### src/rtl/chop_consts.svh
`ifndef CHOP_CONSTS_SVH
`define CHOP_CONSTS_SVH
// ----------------------------------------------------------------
// register map and field layout
// ----------------------------------------------------------------
`define CFG_ADDR      6'h05
`define CFG_RESET     8'h01
`define OFFT_MSB      7
`define OFFT_LSB      6
`define REGDIS_BIT    5
`define VSCL_MSB      4
`define VSCL_LSB      3
`define SH_BIT        2
`define GAIN_MSB      1
`define GAIN_LSB      0
// ----------------------------------------------------------------
// timing
// ----------------------------------------------------------------
`define CLK_PERIOD_NS 10
`define OFFT0_US      25
`define OFFT1_US      50
`define OFFT2_US      100
`define OFFT3_US      200
`define BLANK_NS      2000
`define US_TO_CYC(us) ((us) * 1000 / `CLK_PERIOD_NS)
`define NS_TO_CYC_UP(ns) (((ns) + `CLK_PERIOD_NS - 1) / `CLK_PERIOD_NS)
`endif

### src/rtl/chop_pkg.sv
`default_nettype none
// ----------------------------------------------------------------
// shared types
// ----------------------------------------------------------------
package chop_pkg;
  // cycle counts up to 200 us at 100 MHz
  typedef logic [14:0] cyc_type;
  // chopping sequencer states
  typedef enum logic [1:0] {
    DRIVE = 2'b00,  // bridge driven, waiting for a trip
    OFF   = 2'b01,  // fixed off time
    BLANK = 2'b10   // trip ignored after re-enabling drive
  } state_type;
endpackage : chop_pkg
`default_nettype wire

### src/rtl/chop_timer_if.sv
`default_nettype none
// ----------------------------------------------------------------
// link between the register bank and the chopping timer
// ----------------------------------------------------------------
interface chop_timer_if;
  chop_pkg::cyc_type off_cycles;   // programmed off time in cycles
  logic              enable;       // current regulation active
  logic              trip;         // chopping threshold reached
  logic              off_active;   // off time running
  logic              blank_active; // blanking running
  modport ctrl  (output off_cycles, enable, trip,
                 input  off_active, blank_active);
  modport timer (input  off_cycles, enable, trip,
                 output off_active, blank_active);
endinterface : chop_timer_if
`default_nettype wire

### src/rtl/chop_off_timer.sv
`include "chop_consts.svh"
`default_nettype none
// ----------------------------------------------------------------
// fixed off-time chopping sequencer
// ----------------------------------------------------------------
module chop_off_timer (
  input wire logic    clk_in,
  input wire logic    srst_in,
  chop_timer_if.timer tif
);
  localparam chop_pkg::cyc_type BLANK_CYC =
    15'(`NS_TO_CYC_UP(`BLANK_NS));
  localparam int unsigned BLANK_INT = `NS_TO_CYC_UP(`BLANK_NS);

  chop_pkg::state_type state_q;  // current phase
  chop_pkg::state_type state_d;  // next phase
  chop_pkg::cyc_type   cnt_q;    // cycles spent in phase
  chop_pkg::cyc_type   len_q;    // off time latched at trip
  logic                off_q;    // registered off flag
  logic                blank_q;  // registered blank flag

  // next phase; disabling regulation parks in drive
  always_comb begin
    state_d = state_q;
    unique case (state_q)
      chop_pkg::DRIVE: if (tif.trip) state_d = chop_pkg::OFF;
      chop_pkg::OFF:   if (cnt_q == len_q - 15'h1)
                         state_d = chop_pkg::BLANK;
      chop_pkg::BLANK: if (cnt_q == BLANK_CYC - 15'h1)
                         state_d = chop_pkg::DRIVE;
      default:         state_d = chop_pkg::DRIVE;
    endcase
    if (!tif.enable) state_d = chop_pkg::DRIVE;
  end

  // phase register and its decoded flags
  always_ff @(posedge clk_in) begin
    if (srst_in) begin
      state_q <= chop_pkg::DRIVE;
      off_q   <= 1'b0;
      blank_q <= 1'b0;
    end else begin
      state_q <= state_d;
      off_q   <= (state_d == chop_pkg::OFF);
      blank_q <= (state_d == chop_pkg::BLANK);
    end
  end

  // phase counter restarts on every change of phase
  always_ff @(posedge clk_in) begin
    if (srst_in || state_d != state_q) cnt_q <= 15'h0;
    else                               cnt_q <= cnt_q + 15'h1;
  end

  // off time sampled at trip so a rewrite only hits the next chop
  always_ff @(posedge clk_in) begin
    if (srst_in) len_q <= 15'h1;
    else if (state_q == chop_pkg::DRIVE) len_q <= tif.off_cycles;
  end

  assign tif.off_active   = off_q;
  assign tif.blank_active = blank_q;

  // ----------------------------------------------------------------
  // checks
  // ----------------------------------------------------------------
  // whole off+blank span, measured from trip acceptance
  chop_pkg::cyc_type span_q;
  always_ff @(posedge clk_in) begin
    if (srst_in || state_q == chop_pkg::DRIVE) span_q <= 15'h0;
    else                                       span_q <= span_q + 15'h1;
  end
endmodule : chop_off_timer
`default_nettype wire

### src/rtl/chopper_amp_config_register.sv
`include "chop_consts.svh"
`default_nettype none
// Summary of operation
// read/write configuration register at address 0x05
// bits 7:6 pick off time 25-200us
// bit 5 set disables current regulation
// bits 4:3 scale reference 100/75/50/25%
// bit 2 enables amplifier sample and hold
// bits 1:0 set amplifier gain, reset 01b
// chop cycle lasts off time plus blanking
// host sets overcurrent threshold in other register
// reset loads 0x01; reads return written value
module chopper_amp_config_register #(
  // off-time counts; shorten for simulation
  parameter int unsigned OFF0_CYC = `US_TO_CYC(`OFFT0_US),
  parameter int unsigned OFF1_CYC = `US_TO_CYC(`OFFT1_US),
  parameter int unsigned OFF2_CYC = `US_TO_CYC(`OFFT2_US),
  parameter int unsigned OFF3_CYC = `US_TO_CYC(`OFFT3_US)
) (
  input  wire logic       clk_in,
  input  wire logic       srst_in,
  input  wire logic [5:0] reg_addr_in,
  input  wire logic       reg_wr_in,
  input  wire logic [7:0] reg_wdata_in,
  input  wire logic       reg_rd_in,
  output var  logic [7:0] reg_rdata_out,
  output var  logic       reg_rvalid_out,
  input  wire logic       chop_trip_in,
  output var  logic [1:0] chop_off_time_out,
  output var  logic       regulation_disable_out,
  output var  logic [1:0] vref_scale_out,
  output var  logic       amp_sample_hold_enable_out,
  output var  logic [1:0] amp_gain_out,
  output var  logic       chop_off_active_out,
  output var  logic       chop_blank_active_out
);
  // ----------------------------------------------------------------
  // storage
  // ----------------------------------------------------------------
  logic [7:0]        cfg_q;      // the configuration register
  logic [7:0]        rdata_q;    // read data holding register
  logic              rvalid_q;   // read answer strobe
  chop_pkg::cyc_type off_cyc;    // decoded off time in cycles
  logic              hit_cfg;    // address matches this register

  chop_timer_if tif ();

  // only one address lives here; all others decode as unmapped
  assign hit_cfg = (reg_addr_in == `CFG_ADDR);

  // ----------------------------------------------------------------
  // register write
  // ----------------------------------------------------------------
  // whole byte written at once; writes elsewhere are dropped
  always_ff @(posedge clk_in) begin
    if (srst_in) begin
      cfg_q <= `CFG_RESET;
    end else if (reg_wr_in && hit_cfg) begin
      cfg_q <= reg_wdata_in;
    end
  end

  // ----------------------------------------------------------------
  // register read
  // ----------------------------------------------------------------
  // one-cycle latency answer; unmapped reads return zero so the
  // host never sees stale data from a previous access
  always_ff @(posedge clk_in) begin
    if (srst_in) begin
      rdata_q  <= 8'h00;
      rvalid_q <= 1'b0;
    end else begin
      rvalid_q <= reg_rd_in;
      if (reg_rd_in) begin
        rdata_q <= hit_cfg ? cfg_q : 8'h00;
      end
    end
  end

  assign reg_rdata_out  = rdata_q;
  assign reg_rvalid_out = rvalid_q;

  // ----------------------------------------------------------------
  // field outputs, taken straight off the register
  // ----------------------------------------------------------------
  assign chop_off_time_out          = cfg_q[`OFFT_MSB:`OFFT_LSB];
  assign regulation_disable_out     = cfg_q[`REGDIS_BIT];
  assign vref_scale_out             = cfg_q[`VSCL_MSB:`VSCL_LSB];
  assign amp_sample_hold_enable_out = cfg_q[`SH_BIT];
  assign amp_gain_out               = cfg_q[`GAIN_MSB:`GAIN_LSB];

  // ----------------------------------------------------------------
  // off-time decode
  // ----------------------------------------------------------------
  // every field code is legal, so no default arm is needed
  always_comb begin
    unique case (cfg_q[`OFFT_MSB:`OFFT_LSB])
      2'h0: off_cyc = 15'(OFF0_CYC);
      2'h1: off_cyc = 15'(OFF1_CYC);
      2'h2: off_cyc = 15'(OFF2_CYC);
      2'h3: off_cyc = 15'(OFF3_CYC);
    endcase
  end

  // ----------------------------------------------------------------
  // chopping timer
  // ----------------------------------------------------------------
  // disable bit clears the timer enable; trip passes straight through and the timer parks in drive
  assign tif.off_cycles = off_cyc;
  assign tif.enable     = !cfg_q[`REGDIS_BIT];
  assign tif.trip       = chop_trip_in;

  chop_off_timer u_timer (
    .clk_in  (clk_in),
    .srst_in (srst_in),
    .tif     (tif)
  );

  // timer flags are flops inside the timer
  assign chop_off_active_out   = tif.off_active;
  assign chop_blank_active_out = tif.blank_active;
endmodule : chopper_amp_config_register
`default_nettype wire

### config.mk
export PLATFORM = sky130hd
export DESIGN_NAME = chopper_amp_config_register
export DESIGN_NICKNAME = d
export VERILOG_FILES = /design/src/rtl/chop_pkg.sv /design/src/rtl/chop_timer_if.sv /design/src/rtl/chop_off_timer.sv /design/src/rtl/chopper_amp_config_register.sv
export VERILOG_INCLUDE_DIRS = /design/src /design/src/rtl
export SDC_FILE = /design/constraint.sdc
export NUM_CORES = 1
export LEC_CHECK = 0
export ABC_AREA = 1
export BUFFER_PORTS_ARGS = -buffer_cell sky130_fd_sc_hd__buf_2
export CAP_MARGIN = 30
export CORE_MARGIN = 2
export CORE_UTILIZATION = 56
export CTS_CLUSTER_DIAMETER = 200
export DETAILED_ROUTE_END_ITERATION = 10
export GPL_TIMING_DRIVEN = 0
export MAX_ROUTING_LAYER = met4
export PLACE_DENSITY = 0.84
export SYNTH_ARGS = -nofsm -noshare
export SYNTH_HDL_FRONTEND = slang
export SYNTH_SLANG_ARGS = --single-unit
### constraint.sdc
create_clock -name clk_in -period 2.35 [get_ports clk_in]
set_input_delay 0.3525 -clock clk_in [delete_from_list [all_inputs] [get_ports clk_in]]
set_output_delay 0.3525 -clock clk_in [all_outputs]
set_load 0.005 [all_outputs]
==> reports/qor.txt, run 1 <==
========================================================================================
Number of antenna violations at the first check in global routing                      0
Gpl congestion                                                                     0.918
GRT overflow                                                                           0
Outcome                                                                        completed
Post-Syn Area                                                                0.00240 mm²
Post-Place Setup Slack                                                         0.0605 ns
Commonest register cell after synthesis                                     sky130_fd_sc_hd__dfxtp_1
Yosys warning count                                                                    0
Synth top area cells                                                        sky130_fd_sc_hd__dfxtp_1, sky130_fd_sc_hd__nand2_1, sky130_fd_sc_hd__nor2_1
Post-Syn Instances                                                                   348
Number of buffers added on ports                                                      37
Top cell type by total area after synthesis                                 sky130_fd_sc_hd__dfxtp_1
Actual slew at the worst max-slew pin                                           0.622 ns
Category of the most critical setup path                                    flip-flop to flip-flop
Clock transition at path regs                                                    0.09 ns
Area of the core                                                             0.00406 mm²
Number of global-route vias before repair                                           2145
Number of inserted diodes                                                              0
Number of non-filler instances in the completed layout                               443
First-pass GRT wire length                                                       9.27 mm
MaxCap Viol Count                                                                      0
Synthesis-to-finish area growth                                                    15.3%
Remaining design rule violation count                                                  0
Number of optimization iterations in the first detailed-route pass                     4
Worst Slack Setup Final                                                         0.182 ns
Combinational power share                                                          13.1%
Portion of the clock cycle consumed by the worst path in the final layout          92.2%
Unrepaired setup endpoints after global routing                                       no
Maximum number of pins on one net before global-route repair                          15
Kind of capture point of the worst setup path                                  flip-flop
Average wire per standard cell                                                   12.2 µm
Startpoint Class                                                               flip-flop
Boundary Pins                                                                         38
Starting DRT DRC Count                                                               111
Number of sinks on the clock net                                                      46
Maximum clock insertion buffer count                                                   2
Number of enable flip-flop cells after synthesis                                       0
Leakage power                                                                    1.27 nW
Count of nets left with antenna violations after detail routing                        0
Crit path time final                                                             2.17 ns
Total CTS buffers                                                                      5
Final core area utilization                                                        68.2%
Vias per std cell                                                                   5.15
Max-slew violation count                                                               0
Part of the total power dissipated in the clock network                            35.5%
Vertical die dimension                                                           69.4 µm
Post-layout net count                                                                418
Worst ir drop on vdd                                                            0.378 mV
Die Width                                                                        69.4 µm
Max-slew headroom at the worst pin                                                 58.4%
Async set-reset flop share out of synthesis                                           0%
Count of cell types in the netlist                                                    27
Total placed instance area                                                   0.00265 mm²
Die outline area                                                             0.00482 mm²
CP arrival                                                                       2.35 ns
Yosys top cell area share                                                          38.4%
Std-Cell Rows                                                                         23
Depth of the CTS H-tree                                                                2
Clk root buf                                                                sky130_fd_sc_hd__clkbuf_8
Skew-Pair Late Insertion Delay                                                   0.29 ns
Vias after detailed routing                                                         2281
Net count of the mapped netlist                                                      374
Effective utilization at floorplan                                                 59.1%
Fraction of layout cells with a size suffix above 1                                15.0%
Design area                                                                  0.00277 mm²
Total track usage                                                                  24.0%
Detailed-placement wirelength estimate                                           4.28 mm
Power per unit of standard cell area                                          582 mW/mm²
Number of synthesized register bits                                                   46
Achievable clock frequency                                                     0.461 GHz
Worst endpoint required time                                                     2.53 ns
Clock tree from TritonCTS                                                          built
Maximum fanout encountered on the critical timing path                                10
Final setup violation count                                                            0
Leading cell type in the layout, fill and taps excluded                     sky130_fd_sc_hd__nand2_1
Part of the Yosys area used for sequential elements                                38.4%
Final Hold Slack                                                                0.255 ns
Part of the power in registers                                                     51.4%
Worst clock skew                                                              0.00785 ns
HP Class                                                                    input port to flip-flop
Sum Neg Setup Slack                                                                 0 ns
Pint                                                                             1.20 mW
Sw Pwr                                                                          0.408 mW
Switching portion of total power                                                   25.3%
Post-layout total power                                                          1.61 mW
Overall routed net length                                                        5.40 mm
Number of cells in the design after placement                                        435
Most used cells in the layout excluding fill and tap cells                  sky130_fd_sc_hd__nand2_1, sky130_fd_sc_hd__nor2_1, sky130_fd_sc_hd__inv_1
Avg Synthesized Cell Area                                                       6.89 µm²
Count of final hold-check violations                                                   0
========================================================================================
path summary, 6_finish.rpt:
| path | from | depth (start not counted) | slack, ns | to |
|---|---|---|---|---|
| max | u_timer.len_q[6]$_SDFFE_PP0P_ | 15 | 0.18 | u_timer.cnt_q[7]$_SDFF_PP0_ |
| min | reg_wdata_in[0] | 3 | 0.25 | cfg_q[0]$_SDFFE_PP1P_ |
| max reg2reg | u_timer.len_q[6]$_SDFFE_PP0P_ | 15 | 0.18 | u_timer.cnt_q[7]$_SDFF_PP0_ |
| min reg2reg | cfg_q[2]$_SDFFE_PP0P_ | 2 | 0.48 | reg_rdata_out[2]$_SDFFE_PP0P_ |
sequential cells by signal, summed over array words and instances (netlist names):
signal                    flops
cfg_q                         8
reg_rdata_out                 8
reg_rvalid_out                1
u_timer.cnt_q                15
u_timer.len_q                10
u_timer.state_q               2
u_timer.tif.blank_active      1
u_timer.tif.off_active        1
layout make-up:
cell class | instances | area (µm²)
plain buffers | 6 | 33.8
clock buffers | 6 | 72.6
well taps | 50 | 62.6
flip-flops and latches | 46 | 923
repair buffers | 37 | 185
fillers | 368 | 1290
multi-input cells | 248 | 1270
clock inverters | 2 | 37.5
inverters | 48 | 180
cells by family (layout without fill, tap and decap cells):
group           after synthesis  in the layout  synth area share (%)
flops                        46             46                  38.4
xor+xnor                     19             19                  6.94
fa+ha+maj                     7              7                  3.65
compound gates               50             50                  11.3
buf+inv                      54             99                  8.92
simple gates                172            172                  30.8
Yosys cell counts (3+ instances only):
cell type                  count
sky130_fd_sc_hd__a211oi_1      5
sky130_fd_sc_hd__a21oi_1      18
sky130_fd_sc_hd__clkbuf_1      5
sky130_fd_sc_hd__dfxtp_1      46
sky130_fd_sc_hd__ha_1          7
sky130_fd_sc_hd__inv_1        46
sky130_fd_sc_hd__nand2_1      70
sky130_fd_sc_hd__nand3_1      25
sky130_fd_sc_hd__nand4_1       5
sky130_fd_sc_hd__nor2_1       58
sky130_fd_sc_hd__nor2_2        3
sky130_fd_sc_hd__o21ai_0      23
sky130_fd_sc_hd__xnor2_1       5
sky130_fd_sc_hd__xor2_1       14
layer usage:
layer	routed length (µm)	vias up	track usage (%)
li1	-	1195	-
met5	0	-	-
met4	50	0	7.19
met1	2510	1024	30.8
met3	232	6	3.34
met2	2610	56	39.6
power by group through the flow:
stage                     Clock (mW)  Sequential [mW]  Combinational, mW
after floorplan                    0            0.840              0.143
after global placement             0            0.843              0.199
after detailed placement           0            0.844              0.207
after CTS                      0.590            0.826              0.208
after global routing           0.614            0.831              0.240
final                          0.572            0.827              0.211
worst max-delay path: stages, from the launching register on:
cell                      delay, ns
sky130_fd_sc_hd__dfxtp_2       0.37
sky130_fd_sc_hd__inv_2         0.07
sky130_fd_sc_hd__ha_2          0.33
sky130_fd_sc_hd__xor2_1        0.14
sky130_fd_sc_hd__nand2_1       0.09
sky130_fd_sc_hd__nor2_2        0.14
sky130_fd_sc_hd__nand3_1       0.10
sky130_fd_sc_hd__nor2_1        0.11
sky130_fd_sc_hd__nand2_1       0.07
sky130_fd_sc_hd__nor2_2        0.11
sky130_fd_sc_hd__nand4_1       0.09
sky130_fd_sc_hd__nand2_1       0.09
sky130_fd_sc_hd__inv_2         0.05
sky130_fd_sc_hd__nand2_4       0.11
sky130_fd_sc_hd__buf_8         0.14
sky130_fd_sc_hd__nor2_1        0.05
timing repair:
item,4_1_cts,5_1_grt
setup buffers,0,0
hold buffers,0,0
endpoints found under the setup margin,0,12
gates resized for setup,0,6
Power figures use the tool's default switching activity.
==> inputs of run 2 (changes only) <==
--- a/config.mk
+++ b/config.mk
@@ -6,7 +6,6 @@
 export SDC_FILE = /design/constraint.sdc
 export NUM_CORES = 1
 export LEC_CHECK = 0
-export ABC_AREA = 1
 export BUFFER_PORTS_ARGS = -buffer_cell sky130_fd_sc_hd__buf_2
 export CAP_MARGIN = 30
 export CORE_MARGIN = 2
@@ -16,6 +15,7 @@
 export GPL_TIMING_DRIVEN = 0
 export MAX_ROUTING_LAYER = met4
 export PLACE_DENSITY = 0.84
+export SLEW_MARGIN = 30
 export SYNTH_ARGS = -nofsm -noshare
 export SYNTH_HDL_FRONTEND = slang
 export SYNTH_SLANG_ARGS = --single-unit
==> run 2 against run 1 <==
Compared with the run above: routed wire length rose by 0.76%; register-to-register slack got worse by 0.44 ns; the run now ends with setup timing left; hold slack improved by 0.031 ns; final area increased by 1.8%; count of clock-buffer cells in the layout down 1; first-iteration DRC count shrank 8.1%; synthesized cell count down 19%; setup slack got worse by 0.44 ns; critical path type unchanged; flip-flop and latch count unchanged; synthesized area decreased by 1.7%.
==> reports/qor.txt, run 2 <==
========================================================================================
Leading cell type in the layout, fill and taps excluded                     sky130_fd_sc_hd__dfxtp_1   was sky130_fd_sc_hd__nand2_1
Die Width                                                                        68.9 µm   was 69.4 µm
Sw Pwr                                                                          0.383 mW   was 0.408 mW
Async set-reset flop share out of synthesis                                           0%   unchanged
Post-Syn Area                                                                0.00236 mm²   was 0.00240 mm²
Unrepaired setup endpoints after global routing                                      yes   was no
Avg Synthesized Cell Area                                                       8.39 µm²   was 6.89 µm²
Number of antenna violations at the first check in global routing                      0   unchanged
Sum Neg Setup Slack                                                             -4.50 ns   was 0 ns
Maximum cell stage delay along the critical path                                 0.55 ns   was 0.37 ns
Vias per std cell                                                                   5.59   was 5.15
Yosys warning count                                                                    0   unchanged
Number of synthesized register bits                                                   46   unchanged
Vias after detailed routing                                                         2128   was 2281
Number of optimization iterations in the first detailed-route pass                     5   was 4
MaxCap Viol Count                                                                      0   unchanged
Worst Slack Setup Final                                                        -0.262 ns   was 0.182 ns
Die outline area                                                             0.00475 mm²   was 0.00482 mm²
Post-layout total power                                                          1.47 mW   was 1.61 mW
Design area                                                                  0.00282 mm²   was 0.00277 mm²
Skew-Pair Late Insertion Delay                                                   0.30 ns   was 0.29 ns
Number of sinks on the clock net                                                      46   unchanged
Clock transition at path regs                                                    0.09 ns   about the same
Maximum clock insertion buffer count                                                   2   unchanged
Kind of capture point of the worst setup path                                  flip-flop   unchanged
Number of fill cells                                                                 305   was 368
Average wire per standard cell                                                   14.3 µm   was 12.2 µm
Synthesis-to-finish area growth                                                    19.4%   was 15.3%
Most flops, register                                                        u_timer.cnt_q   unchanged
Worst clock skew                                                              0.00527 ns   was 0.00785 ns
Adder-cell share of the synthesized area                                           3.71%   was 3.65%
Part of the power in registers                                                     55.3%   was 51.4%
Number of flip-flops under the largest register name                                  15   unchanged
Overall routed net length                                                        5.44 mm   was 5.40 mm
HP Class                                                                    input port to flip-flop   unchanged
Detailed-placement wirelength estimate                                           3.84 mm   was 4.28 mm
Total track usage                                                                  26.5%   was 24.0%
Top cell type by total area after synthesis                                 sky130_fd_sc_hd__dfxtp_1   unchanged
Total placed instance area                                                   0.00261 mm²   was 0.00265 mm²
Vertical die dimension                                                           68.9 µm   was 69.4 µm
Depth of the CTS H-tree                                                                2   unchanged
Part of the total power dissipated in the clock network                            32.2%   was 35.5%
Top flop regs                                                               u_timer.cnt_q: 15 flops, u_timer.len_q: 10 flops   unchanged
Area occupied by registers                                                       931 µm²   was 923 µm²
Part of the Yosys area used for sequential elements                                39.0%   was 38.4%
Total CTS buffers                                                                      5   unchanged
Worst endpoint required time                                                     2.55 ns   was 2.53 ns
First-pass GRT wire length                                                       9.01 mm   was 9.27 mm
Clock tree from TritonCTS                                                          built   unchanged
Number of buffers added on ports                                                      36   was 37
Outcome                                                                     complete, but fails checks   was completed
Leakage power                                                                    1.06 nW   was 1.27 nW
Fraction of layout cells with a size suffix above 1                                26.3%   was 15.0%
Ranking of synthesized cells by instance count                              sky130_fd_sc_hd__dfxtp_1, sky130_fd_sc_hd__a21oi_1, sky130_fd_sc_hd__nand2_1, sky130_fd_sc_hd__nand3_1, sky130_fd_sc_hd__nor2_1   was sky130_fd_sc_hd__nand2_1, sky130_fd_sc_hd__nor2_1, sky130_fd_sc_hd__dfxtp_1, sky130_fd_sc_hd__inv_1, sky130_fd_sc_hd__nand3_1
Crit path time final                                                             2.61 ns   was 2.17 ns
Final setup violation count                                                           19   was 0
Multi-input logic area                                                       0.00139 mm²   was 0.00127 mm²
Synth top area cells                                                        sky130_fd_sc_hd__dfxtp_1, sky130_fd_sc_hd__a21oi_1, sky130_fd_sc_hd__xnor2_1   was sky130_fd_sc_hd__dfxtp_1, sky130_fd_sc_hd__nand2_1, sky130_fd_sc_hd__nor2_1
Fraction of the mapped netlist area in compound gates                              13.4%   was 11.3%
Largest family of logic cells by synthesized area                           simple AND/OR/NAND/NOR gates   unchanged
Maximum number of pins on one net before global-route repair                          15   unchanged
Final core area utilization                                                        69.9%   was 68.2%
Number of enable flip-flop cells after synthesis                                       0   unchanged
Count of cell types in the netlist                                                    55   was 27
Count of nets left with antenna violations after detail routing                        0   unchanged
Max-slew violation count                                                               0   unchanged
Category of the most critical setup path                                    flip-flop to flip-flop   unchanged
Commonest register cell after synthesis                                     sky130_fd_sc_hd__dfxtp_1   unchanged
Gpl congestion                                                                     0.894   was 0.918
Final Hold Slack                                                                0.286 ns   was 0.255 ns
Switching portion of total power                                                   26.1%   was 25.3%
Crit-path cells                                                             or4_4 -> o21ai_2 -> or4b_4 -> a2111o_1 -> o31ai_4 -> buf_6 -> nor2_2   was inv_2 -> ha_2 -> xor2_1 -> nand2_1 -> nor2_2 -> nand3_1 -> nor2_1 -> nand2_1 -> nor2_2 -> nand4_1 -> nand2_1 -> inv_2 -> nand2_4 -> buf_8 -> nor2_1
FF-to-FF setup slack                                                            -0.26 ns   was 0.18 ns
Post-layout net count                                                                357   was 418
Violations in the final reports                                             setup timing
Number of inserted diodes                                                              0   unchanged
Net count of the mapped netlist                                                      307   was 374
CP arrival                                                                       2.81 ns   was 2.35 ns
Post-synthesis xor/xnor area fraction                                              8.54%   was 6.94%
Std-Cell Rows                                                                         23   unchanged
Pint                                                                             1.09 mW   was 1.20 mW
Startpoint Class                                                               flip-flop   unchanged
Share of cell area taken by muxes after synthesis                                 0.849%   was 0%
GRT overflow                                                                           0   unchanged
Top-count cell post-synth                                                   sky130_fd_sc_hd__dfxtp_1   was sky130_fd_sc_hd__nand2_1
Actual slew at the worst max-slew pin                                           0.790 ns   was 0.622 ns
Worst ir drop on vdd                                                            0.304 mV   was 0.378 mV
Highest-delay cell along the critical path                                  sky130_fd_sc_hd__or4_4   was sky130_fd_sc_hd__dfxtp_2
Post-Syn Instances                                                                   281   was 348
Count of final hold-check violations                                                   0   unchanged
Maximum fanout encountered on the critical timing path                                 5   was 10
Starting DRT DRC Count                                                               102   was 111
Max-slew headroom at the worst pin                                                 46.9%   was 58.4%
Achievable clock frequency                                                     0.383 GHz   was 0.461 GHz
Power per unit of standard cell area                                          521 mW/mm²   was 582 mW/mm²
Boundary Pins                                                                         38   unchanged
Yosys top cell area share                                                          39.0%   was 38.4%
Synthesized-area fraction occupied by and/or/nand/nor cells                        30.1%   was 30.8%
Number of global-route vias before repair                                           1995   was 2145
Most used cells in the layout excluding fill and tap cells                  sky130_fd_sc_hd__dfxtp_1, sky130_fd_sc_hd__buf_2, sky130_fd_sc_hd__a21oi_1   was sky130_fd_sc_hd__nand2_1, sky130_fd_sc_hd__nor2_1, sky130_fd_sc_hd__inv_1
Effective utilization at floorplan                                                 58.5%   was 59.1%
Area of the core                                                             0.00403 mm²   was 0.00406 mm²
Combinational power share                                                          12.5%   was 13.1%
Portion of the clock cycle consumed by the worst path in the final layout           111%   was 92.2%
Clk root buf                                                                sky130_fd_sc_hd__clkbuf_8   unchanged
Hold-fix buffers, CTS                                                                  0   unchanged
Remaining design rule violation count                                                  0   unchanged
========================================================================================
run 2: path summary, 6_finish.rpt:
path,cells after the start,start,endpoint
worst max-delay path,7,u_timer.len_q[0]$_SDFFE_PP1P_,u_timer.cnt_q[14]$_SDFF_PP0_
worst min-delay path,3,reg_wdata_in[1],cfg_q[1]$_SDFFE_PP0P_
worst max register to register,7,u_timer.len_q[0]$_SDFFE_PP1P_,u_timer.cnt_q[14]$_SDFF_PP0_
worst min register to register,2,reg_rdata_out[4]$_SDFFE_PP0P_,reg_rdata_out[4]$_SDFFE_PP0P_
run 2: power groups by stage:
stage	clock network [mW]	registers, mW	logic [mW]
6_report	0.473	0.812	0.184
4_1_cts	0.476	0.811	0.173
3_5_place_dp	0	0.831	0.148
5_1_grt	0.508	0.814	0.202
3_3_place_gp	0	0.830	0.144
2_1_floorplan	0	0.826	0.107
run 2: cell type report:
class	count	share of cell area (%)
Clock buffer	5	2.44
Sequential cell	46	33.1
Buffer	15	2.31
Tap cell	50	2.22
Clock inverter	2	0.533
Timing Repair Buffer	44	8.93
Multi-Input combinational cell	210	49.3
Inverter	9	1.20
run 2: logic make-up after synthesis:
logic type                 Yosys count
AOI/OAI and AO/OA                   49
buffers and inverters               25
adders and majority gates            7
DFF                                 46
and+or+nand+nor                    129
muxes                                2
xor gates and xnor gates            23
run 2: timing repair:
item / CTS / global route
gates resized for setup: 14 / 9
pin swaps: 9 / 3
gates cloned: 0 / 1
setup buffers: 6 / 1
endpoints found under the setup margin: 19 / 19
run 2: metal layers:
metal	vias up	global-route usage [%]	part of all wire, %
met3	11	6.49	5.9
li1	1074	-	-
met2	75	42.5	48
met4	0	9.31	1.7
met5	-	-	0
met1	968	32.5	44
run 2: worst max-delay path: cells and delay by family, from the launching register on:
kind / cells / cell delay [ns]
AOI/OAI and AO/OA: 3 / 0.90
buffers and inverters: 1 / 0.18
DFF: 1 / 0.36
and+or+nand+nor: 3 / 1.07
run 2: per-stage QoR:
step	cells	setup WS, ns
3_5_place_dp	367	-0.527
3_3_place_gp	367	-0.446
5_1_grt	381	-0.301
6_report	381	-0.262
2_1_floorplan	281	-0.161
4_1_cts	379	-0.245
